--- src/rtl/pcmsp_pkg.sv ---
// Package: constants and types for the PCM codec serial port
package pcmsp_pkg;
  localparam int PCMSP_WORD_BITS   = 8;
  localparam int PCMSP_FIFO_DEPTH  = 8;
  localparam int PCMSP_SYNC_STAGES = 2;
  // Master clock watchdog: no edge for this many ns = static level
  localparam int PCMSP_MCLK_IDLE_NS = 4000;
  localparam int PCMSP_CLK_NS       = 100;
  localparam int PCMSP_MCLK_IDLE_CYC = (PCMSP_MCLK_IDLE_NS + PCMSP_CLK_NS - 1) / PCMSP_CLK_NS;
  // Reset values
  localparam logic [7:0] PCMSP_TX_RESET = 8'h00;
  localparam logic [7:0] PCMSP_RX_RESET = 8'h00;

  typedef logic [PCMSP_WORD_BITS-1:0] pcmsp_word_t;

  typedef enum logic [1:0] {
    PCMSP_RXCK_RUN  = 2'b00,
    PCMSP_RXCK_LOW  = 2'b01,
    PCMSP_RXCK_HIGH = 2'b11
  } pcmsp_mclk_mode_t;

  typedef enum logic [1:0] {
    PCMSP_SL_IDLE  = 2'b00,
    PCMSP_SL_SHIFT = 2'b01,
    PCMSP_SL_DONE  = 2'b11
  } pcmsp_slot_t;

  typedef struct packed {
    logic tx_bclk;
    logic tx_fs;
    logic rx_bclk;
    logic rx_fs;
    logic rx_din;
    logic tx_mclk;
    logic rx_mclk;
  } pcmsp_pins_t;
endpackage

--- src/rtl/pcmsp_fifo.sv ---
// Synchronous FIFO with valid/ready on both sides
`timescale 1ns/1ns
`default_nettype none
module pcmsp_fifo #(
  parameter int WIDTH = 8,
  parameter int DEPTH = 8
) (
  // Clock and reset
  input  wire logic             mclk,
  input  wire logic             rst,
  // Fill side
  input  wire logic             in_valid,
  output logic                  in_ready,
  input  wire logic [WIDTH-1:0] in_data,
  // Drain side
  output logic                  out_valid,
  input  wire logic             out_ready,
  output logic      [WIDTH-1:0] out_data
);
  localparam int AW = $clog2(DEPTH);

  logic [WIDTH-1:0] mem_q [DEPTH];
  logic [AW-1:0]    wr_q, wr_d, rd_q, rd_d;
  logic [AW:0]      cnt_q, cnt_d;
  logic             push, pop;

  assign in_ready  = (cnt_q != (AW+1)'(DEPTH));
  assign out_valid = (cnt_q != '0);
  assign push      = in_valid && in_ready;
  assign pop       = out_valid && out_ready;
  assign out_data  = mem_q[rd_q];

  always_comb begin
    wr_d  = push ? ((wr_q == AW'(DEPTH-1)) ? '0 : wr_q + 1'b1) : wr_q;
    rd_d  = pop  ? ((rd_q == AW'(DEPTH-1)) ? '0 : rd_q + 1'b1) : rd_q;
    cnt_d = cnt_q + (AW+1)'(push) - (AW+1)'(pop);
  end

  always_ff @(posedge mclk or posedge rst) begin
    if (rst) begin
      wr_q  <= '0;
      rd_q  <= '0;
      cnt_q <= '0;
    end else begin
      wr_q  <= wr_d;
      rd_q  <= rd_d;
      cnt_q <= cnt_d;
    end
  end

  always_ff @(posedge mclk) begin
    if (push) begin
      mem_q[wr_q] <= in_data;
    end
  end
endmodule // pcmsp_fifo
`default_nettype wire

--- src/rtl/pcmsp_port.sv ---
// PCM codec serial port: transmit/receive shifters, slot indicator, clock modes
// Operation
// - Transmit output driven only in transmit slot
// - Shift transmit bits on bit clock after frame
// - Sample receive bits on falling bit clock after frame
// - Slot indicator pulled low during transmit slot
// - Receive master clock low: use transmit clock
// - Receive master clock high: power down
// - Synchronous mode: rx bit clock selects rate
// - Loopback input high reported on loop_active status
`timescale 1ns/1ns
`default_nettype none
module pcmsp_port
  import pcmsp_pkg::*;
#(
  parameter int   WORD_BITS     = PCMSP_WORD_BITS,
  parameter int   FIFO_DEPTH    = PCMSP_FIFO_DEPTH,
  parameter logic RATE_2048_LVL = 1'b1,
  parameter bit   SYNC_MODE     = 1'b0
) (
  // Clock and reset
  input  wire logic                 mclk,
  input  wire logic                 rst,
  // Serial pins
  input  wire logic                 tx_bit_clock,
  input  wire logic                 tx_frame_pulse,
  input  wire logic                 rx_bit_clock,
  input  wire logic                 rx_frame_pulse,
  input  wire logic                 rx_serial_in,
  input  wire logic                 tx_master_clock,
  input  wire logic                 rx_master_clock,
  input  wire logic                 return_path_select,
  output logic                      tx_serial_out_o,
  output logic                      tx_serial_out_oe,
  output logic                      tx_slot_indicator_o,
  output logic                      tx_slot_indicator_oe,
  // Transmit samples from the encoder
  input  wire logic                 tx_valid,
  output logic                      tx_ready,
  input  wire logic [WORD_BITS-1:0] tx_data,
  // Received samples to the decoder
  output logic                      rx_valid,
  input  wire logic                 rx_ready,
  output logic      [WORD_BITS-1:0] rx_data,
  // Status
  output logic                      power_down,
  output logic                      use_tx_master,
  output logic                      rate_2048,
  output logic                      loop_active,
  output logic                      rx_overrun
);
  localparam int BW = $clog2(WORD_BITS + 1);
  localparam int IW = $clog2(PCMSP_MCLK_IDLE_CYC + 1);

  // ---------------------------------------------------------------
  // Pin synchronisers
  // ---------------------------------------------------------------
  pcmsp_pins_t raw, s1_q, s2_q, s3_q;
  assign raw = '{tx_bclk: tx_bit_clock, tx_fs: tx_frame_pulse, rx_bclk: rx_bit_clock,
                 rx_fs: rx_frame_pulse, rx_din: rx_serial_in,
                 tx_mclk: tx_master_clock, rx_mclk: rx_master_clock};
  logic loop_s1_q, loop_s2_q;

  always_ff @(posedge mclk or posedge rst) begin
    if (rst) begin
      s1_q      <= '0;
      s2_q      <= '0;
      s3_q      <= '0;
      loop_s1_q <= 1'b0;
      loop_s2_q <= 1'b0;
    end else begin
      s1_q      <= raw;
      s2_q      <= s1_q;
      s3_q      <= s2_q;
      loop_s1_q <= return_path_select;
      loop_s2_q <= loop_s1_q;
    end
  end

  // Clock edges, taken on the second and third stages only; frame pins are read as second-stage levels
  logic txb_rise, txb_fall, rxb_fall, rx_master_clock_edge;
  logic rx_bclk_fall;
  assign txb_rise   = s2_q.tx_bclk && !s3_q.tx_bclk;
  assign txb_fall   = !s2_q.tx_bclk && s3_q.tx_bclk;
  assign rxb_fall   = !s2_q.rx_bclk && s3_q.rx_bclk;
  assign rx_master_clock_edge = s2_q.rx_mclk != s3_q.rx_mclk;
  // Synchronous mode: transmit bit clock times both directions
  assign rx_bclk_fall = SYNC_MODE ? txb_fall : rxb_fall;
  assign loop_active  = loop_s2_q;

  // ---------------------------------------------------------------
  // Receive master clock watch
  // ---------------------------------------------------------------
  // Static-level detection needs a timeout: a slow clock looks static briefly
  logic [IW-1:0]    idle_q, idle_d;
  pcmsp_mclk_mode_t mode_q, mode_d;
  logic             rate_q, rate_d;

  always_comb begin
    idle_d = idle_q;
    mode_d = mode_q;
    if (rx_master_clock_edge) begin
      idle_d = '0;
      mode_d = PCMSP_RXCK_RUN;
    end else if (idle_q != IW'(PCMSP_MCLK_IDLE_CYC)) begin
      idle_d = idle_q + 1'b1;
    end else begin
      mode_d = s2_q.rx_mclk ? PCMSP_RXCK_HIGH : PCMSP_RXCK_LOW;
    end
    rate_d = SYNC_MODE ? (s2_q.rx_bclk == RATE_2048_LVL) : 1'b0;
  end

  always_ff @(posedge mclk or posedge rst) begin
    if (rst) begin
      idle_q <= '0;
      mode_q <= PCMSP_RXCK_RUN;
      rate_q <= 1'b0;
    end else begin
      idle_q <= idle_d;
      mode_q <= mode_d;
      rate_q <= rate_d;
    end
  end

  assign power_down    = (mode_q == PCMSP_RXCK_HIGH);
  assign use_tx_master = (mode_q == PCMSP_RXCK_LOW);
  assign rate_2048     = rate_q;

  // ---------------------------------------------------------------
  // Transmit slot
  // ---------------------------------------------------------------
  logic        tx_fifo_valid, tx_fifo_pop;
  pcmsp_word_t tx_fifo_data;

  pcmsp_fifo #(.WIDTH(WORD_BITS), .DEPTH(FIFO_DEPTH)) u_tx_fifo (
    .mclk      (mclk),
    .rst       (rst),
    .in_valid  (tx_valid),
    .in_ready  (tx_ready),
    .in_data   (tx_data),
    .out_valid (tx_fifo_valid),
    .out_ready (tx_fifo_pop),
    .out_data  (tx_fifo_data)
  );

  pcmsp_slot_t tx_st_q, tx_st_d;
  pcmsp_word_t tx_sh_q, tx_sh_d;
  logic [BW-1:0] tx_cnt_q, tx_cnt_d;
  logic        tx_oe_q, tx_oe_d;

  always_comb begin
    tx_st_d     = tx_st_q;
    tx_sh_d     = tx_sh_q;
    tx_cnt_d    = tx_cnt_q;
    tx_oe_d     = tx_oe_q;
    tx_fifo_pop = 1'b0;
    unique case (tx_st_q)
      PCMSP_SL_IDLE: begin
        // Frame pulse seen at a rising bit clock opens the slot
        if (txb_rise && s2_q.tx_fs && !power_down) begin
          tx_st_d     = PCMSP_SL_SHIFT;
          tx_sh_d     = tx_fifo_valid ? tx_fifo_data : PCMSP_TX_RESET;
          tx_fifo_pop = tx_fifo_valid;
          tx_cnt_d    = '0;
          tx_oe_d     = 1'b1;
        end
      end
      PCMSP_SL_SHIFT: begin
        if (txb_rise && tx_cnt_q != '0) begin
          tx_sh_d = {tx_sh_q[WORD_BITS-2:0], 1'b0};
        end
        if (txb_fall) begin
          tx_cnt_d = tx_cnt_q + 1'b1;
          if (tx_cnt_q == BW'(WORD_BITS-1)) begin
            tx_st_d = PCMSP_SL_DONE;
            tx_oe_d = 1'b0;
          end
        end
      end
      PCMSP_SL_DONE: begin
        if (!s2_q.tx_fs) begin
          tx_st_d = PCMSP_SL_IDLE;
        end
      end
      default: begin
        tx_st_d = PCMSP_SL_IDLE;
        tx_oe_d = 1'b0;
      end
    endcase
    if (power_down) begin
      tx_st_d = PCMSP_SL_IDLE;
      tx_oe_d = 1'b0;
    end
  end

  always_ff @(posedge mclk or posedge rst) begin
    if (rst) begin
      tx_st_q  <= PCMSP_SL_IDLE;
      tx_sh_q  <= PCMSP_TX_RESET;
      tx_cnt_q <= '0;
      tx_oe_q  <= 1'b0;
    end else begin
      tx_st_q  <= tx_st_d;
      tx_sh_q  <= tx_sh_d;
      tx_cnt_q <= tx_cnt_d;
      tx_oe_q  <= tx_oe_d;
    end
  end

  assign tx_serial_out_o      = tx_sh_q[WORD_BITS-1];
  assign tx_serial_out_oe     = tx_oe_q;
  assign tx_slot_indicator_o  = 1'b0;
  assign tx_slot_indicator_oe = tx_oe_q;

  // ---------------------------------------------------------------
  // Receive slot
  // ---------------------------------------------------------------
  pcmsp_slot_t rx_st_q, rx_st_d;
  pcmsp_word_t rx_sh_q, rx_sh_d;
  logic [BW-1:0] rx_cnt_q, rx_cnt_d;
  logic        rx_push, rx_fifo_ready, rx_ovr_q, rx_ovr_d;
  logic        rx_fs_bit;
  assign rx_fs_bit = SYNC_MODE ? s2_q.tx_fs : s2_q.rx_fs;

  always_comb begin
    rx_st_d  = rx_st_q;
    rx_sh_d  = rx_sh_q;
    rx_cnt_d = rx_cnt_q;
    rx_push  = 1'b0;
    rx_ovr_d = rx_ovr_q;
    unique case (rx_st_q)
      PCMSP_SL_IDLE: begin
        if (rx_bclk_fall && rx_fs_bit && !power_down) begin
          rx_st_d  = PCMSP_SL_SHIFT;
          rx_sh_d  = {rx_sh_q[WORD_BITS-2:0], s2_q.rx_din};
          rx_cnt_d = BW'(1);
        end
      end
      PCMSP_SL_SHIFT: begin
        if (rx_bclk_fall) begin
          rx_sh_d  = {rx_sh_q[WORD_BITS-2:0], s2_q.rx_din};
          rx_cnt_d = rx_cnt_q + 1'b1;
          if (rx_cnt_q == BW'(WORD_BITS-1)) begin
            rx_st_d  = PCMSP_SL_DONE;
            rx_push  = 1'b1;
            // Decoder too slow: the word is dropped and flagged
            rx_ovr_d = rx_ovr_q || !rx_fifo_ready;
          end
        end
      end
      PCMSP_SL_DONE: begin
        if (!rx_fs_bit) begin
          rx_st_d = PCMSP_SL_IDLE;
        end
      end
      default: rx_st_d = PCMSP_SL_IDLE;
    endcase
    if (power_down) begin
      rx_st_d = PCMSP_SL_IDLE;
    end
  end

  always_ff @(posedge mclk or posedge rst) begin
    if (rst) begin
      rx_st_q  <= PCMSP_SL_IDLE;
      rx_sh_q  <= PCMSP_RX_RESET;
      rx_cnt_q <= '0;
      rx_ovr_q <= 1'b0;
    end else begin
      rx_st_q  <= rx_st_d;
      rx_sh_q  <= rx_sh_d;
      rx_cnt_q <= rx_cnt_d;
      rx_ovr_q <= rx_ovr_d;
    end
  end

  assign rx_overrun = rx_ovr_q;

  pcmsp_fifo #(.WIDTH(WORD_BITS), .DEPTH(FIFO_DEPTH)) u_rx_fifo (
    .mclk      (mclk),
    .rst       (rst),
    .in_valid  (rx_push),
    .in_ready  (rx_fifo_ready),
    .in_data   (rx_sh_d),
    .out_valid (rx_valid),
    .out_ready (rx_ready),
    .out_data  (rx_data)
  );
endmodule // pcmsp_port
`default_nettype wire

--- config.mk ---
export PLATFORM = sky130hd
export DESIGN_NAME = pcmsp_port
export DESIGN_NICKNAME = d
export VERILOG_FILES = /design/src/rtl/pcmsp_pkg.sv /design/src/rtl/pcmsp_fifo.sv /design/src/rtl/pcmsp_port.sv
export SDC_FILE = /design/constraint.sdc
export NUM_CORES = 1
export LEC_CHECK = 0
export BUFFER_PORTS_ARGS = -buffer_cell sky130_fd_sc_hd__buf_2
export CORE_MARGIN = 1
export CORE_UTILIZATION = 46
export DETAILED_ROUTE_END_ITERATION = 8
export PLACE_DENSITY = 0.59
export SETUP_SLACK_MARGIN = 0.05
export SYNTH_ARGS = -nofsm -noshare
export SYNTH_HDL_FRONTEND = slang
export SYNTH_HIERARCHICAL = 1
export SYNTH_SLANG_ARGS = --single-unit
--- constraint.sdc ---
create_clock -name mclk -period 5.15 [get_ports mclk]
set_clock_uncertainty 0.1 [all_clocks]
set_input_delay 1.03 -clock mclk [delete_from_list [all_inputs] [get_ports mclk]]
set_output_delay 1.03 -clock mclk [all_outputs]
set_load 0.01 [all_outputs]
==> flow_summary.yaml <==
synthesis:
  yosysTopAreaCell: "edfxtp_1"
  synth_cell_types: 52
  ys_seq_elements: 203
  synth.area.top_cells: "edfxtp_1 (45%), dfrtp_1 (22%), mux4_1 (4.9%)"
  ys_warn_count: 6
  synth.yosys.seq_area_share_pct: 66.4
  avgSynthCellArea_um2: 17.0
  netlist_instances: 507
  synth_top_area_share_pct: 44.6
  syn_area_um2: 8610
routing:
  avgViaCountPerCell: 5.38
  postRouteWirelength_um: 14300
  first_iter_violations: 213
  vias: 4307
  wl_per_cell_um: 17.9
  dr.pass1.iters: 6
  remaining_drc_errors: 1
  ant_nets: 0
sta:
  finalSetupTns_ns: 0
  holdWs_ns: 0.247
  rsz0062_at_grt: "no"
  setup_viol: 0
  worst_pin_slew_ns: 1.20
  hold_viol: 0
  max_freq_ghz: 0.267
  max-slew-margin-rel_pct: 19.5
  slew_viol_final: 0
  period_needed_ns: 3.74
  period_share_pct: 72.7
placement:
  gp_congestion: 0.761
  hpwl_um: 9380
  io_buffers: 35
  dp_cells: 764
  place_area_um2: 9030
clock_network:
  cts-buffers-inserted: 21
  htreeDepth: 1
  cts_setup_buffers: 0
  cts.sinks: 203
  cts-root-buf: "clkbuf_16"
  cts_hold_buf: 0
  tritoncts: "yes"
  clkTransAtPathRegs_ns: 0.06
  cts_resized: 0
  insertion_delay_ns: 0.48
  cts_max_path_buffers: 3
finish:
  diodes: 0
  fill_cells: 1431
  final_util_pct: 54.1
  final_cells: 801
  syn2layout_area_growth_pct: 13.9
  finalNetCount: 606
  final-seq-area_um2: 5720
  final_cell_area_um2: 9810
  drive_gt1_share_pct: 26.6
  multi_input_area_um2: 2670
worst_setup_path:
  crit_fanout: 19
  reg2regPathDepth: 11
  required_ns: 4.02
  startpoint_type: "register"
  crit_start: "u_rx_fifo/rd_q[0]$_DFFE_PP0P_"
  worstSetupPathType: "reg -> out"
  cp.arrival_ns: 2.61
  worstReg2RegEnd: "u_tx_fifo/cnt_q[2]$_DFF_PP0_"
  regToRegSetupSlack_ns: 2.32
  crit_path_end_kind: "primary output"
  r2r-start: "u_tx_fifo/cnt_q[2]$_DFF_PP0_"
global_route:
  grt_max_degree: 56
  overflow: 0
  antenna_found_initial: 1
  grt_pass1_wl_um: 23800
  grt_pass1_vias: 4511
  grtUsageTotal_pct: 15.7
hold_path:
  worstHoldPathType: "reg -> reg"
  whs_endpoint: "s2_q[4]$_DFF_PP0_"
  hold-path-cell-count: 0
  hold_path.startpoint: "s1_q[4]$_DFF_PP0_"
flow_run:
  maxCapViolations: 0
power:
  powerDensity_nw_per_um2: 515
  p_leak_nw: 3.82
  irDropWorstVdd_mv: 0.307
floorplanning:
  die_h_um: 139
  dieWidth_um: 139
  core_area_um2: 18100
  start_util_pct: 47.5
  ios: 39
  die_area_um2: 19300
  fp-row-count: 49
outcome:
  violations: "DRC"
  status: "complete, but fails checks"
## per-stage QoR
stage / power (mW) / worst slack, ns
2_1_floorplan: 3.13 / 2.44
6_report: 5.06 / 1.41
4_1_cts: 5.14 / 1.35
5_1_grt: 5.34 / 1.26
3_3_place_gp: 3.35 / 1.89
3_5_place_dp: 3.42 / 1.86
## cell usage after synthesis, drive strengths merged
library cell / number
a211o: 1
a21boi: 1
a21o: 2
a21oi: 11
a22o: 1
a22oi: 1
a31oi: 1
a32o: 1
a32oi: 1
and2b: 1
and3: 3
and3b: 1
and4bb: 3
buf: 14
clkbuf: 5
conb: 1
dfrtp: 75
edfxtp: 128
fa: 2
ha: 26
inv: 24
mux2: 45
mux2i: 1
mux4: 32
nand2: 24
nand2b: 6
nand3: 10
nand3b: 9
nand4b: 1
nand4bb: 3
nor2: 16
nor2b: 6
nor3: 10
nor3b: 1
nor4: 2
nor4b: 1
o21ai: 18
o221ai: 2
o31ai: 2
or3: 1
or3b: 6
or4: 1
xnor2: 1
xor2: 6
## flip-flops by register name, summed over array words and instances (netlist names), 4 cells and up
signal           flops
u_rx_fifo/mem_q     64
tx_cnt_q             4
rx_cnt_q             4
s2_q                 5
u_tx_fifo/cnt_q      4
rx_sh_q              8
tx_sh_q              8
idle_q               6
s1_q                 6
u_rx_fifo/cnt_q      4
u_tx_fifo/mem_q     64
## critical path: stages, from the launching register on
cell and delay, ns:
dfrtp_1 1.02, mux4_1 0.68, mux2_4 0.28, buf_2 0.14
## power by group
part	leakage, nW	total [mW]	internal [mW]	switching (mW)
clock network	0.378	1.70	1.11	0.591
logic	1.37	1.05	0.577	0.478
registers	2.08	2.30	2.06	0.248
total	3.82	5.06	3.74	1.32
## area by class of cell
type / count / area share, %
flip-flops and latches: 203 / 58.3
multi-input cells: 262 / 27.2
clock buffers: 23 / 5.53
well taps: 229 / 2.92
repair buffers: 46 / 2.63
clock inverters: 14 / 2.46
inverters: 24 / 0.918
## cells in the final DEF, fill, tap and decap left out, types with 7 or more instances in the layout
cell	netlist	final
mux2_4	16	16
nand2_1	22	22
edfxtp_1	128	128
buf_2	4	35
nand3b_1	9	9
nor2_1	16	16
mux2_2	29	29
dfrtp_1	75	75
bufinv_16	0	7
clkbuf_16	0	21
nor3_1	10	10
inv_1	24	23
nand3_1	10	10
mux4_1	16	16
a21oi_1	11	11
buf_4	3	11
mux4_2	16	16
ha_1	26	26
o21ai_0	18	18
## how the worst max path moves through the flow
stage,endpoint,slack [ns],cells after the start
after detailed placement,rx_data[1],1.86,3
final,rx_data[1],1.41,3
after global routing,rx_data[1],1.26,3
after CTS,rx_data[1],1.35,3
after floorplan,u_tx_fifo/cnt_q[2]$_DFF_PP0_,2.44,12
after global placement,rx_data[2],1.89,3
## kinds of logic after synthesis
group,synth area share (%)
mux,15.8
compound gates,3.12
other cells,0.0435
flops,66.4
buf+inv,2.61
simple gates,7.10
xor+xnor,0.712
fa+ha+maj,4.24
## layer usage
metal	wire (um)	part of all wire, %	up-vias	global-route usage, %
li1	-	-	2040	-
met4	184	1.3	0	4.15
met1	6300	44	2196	20.4
met5	0	0	-	0
met2	7330	51	54	27.4
met3	497	3.5	17	2.59
Note: power is estimated with default switching activity, not from simulation.
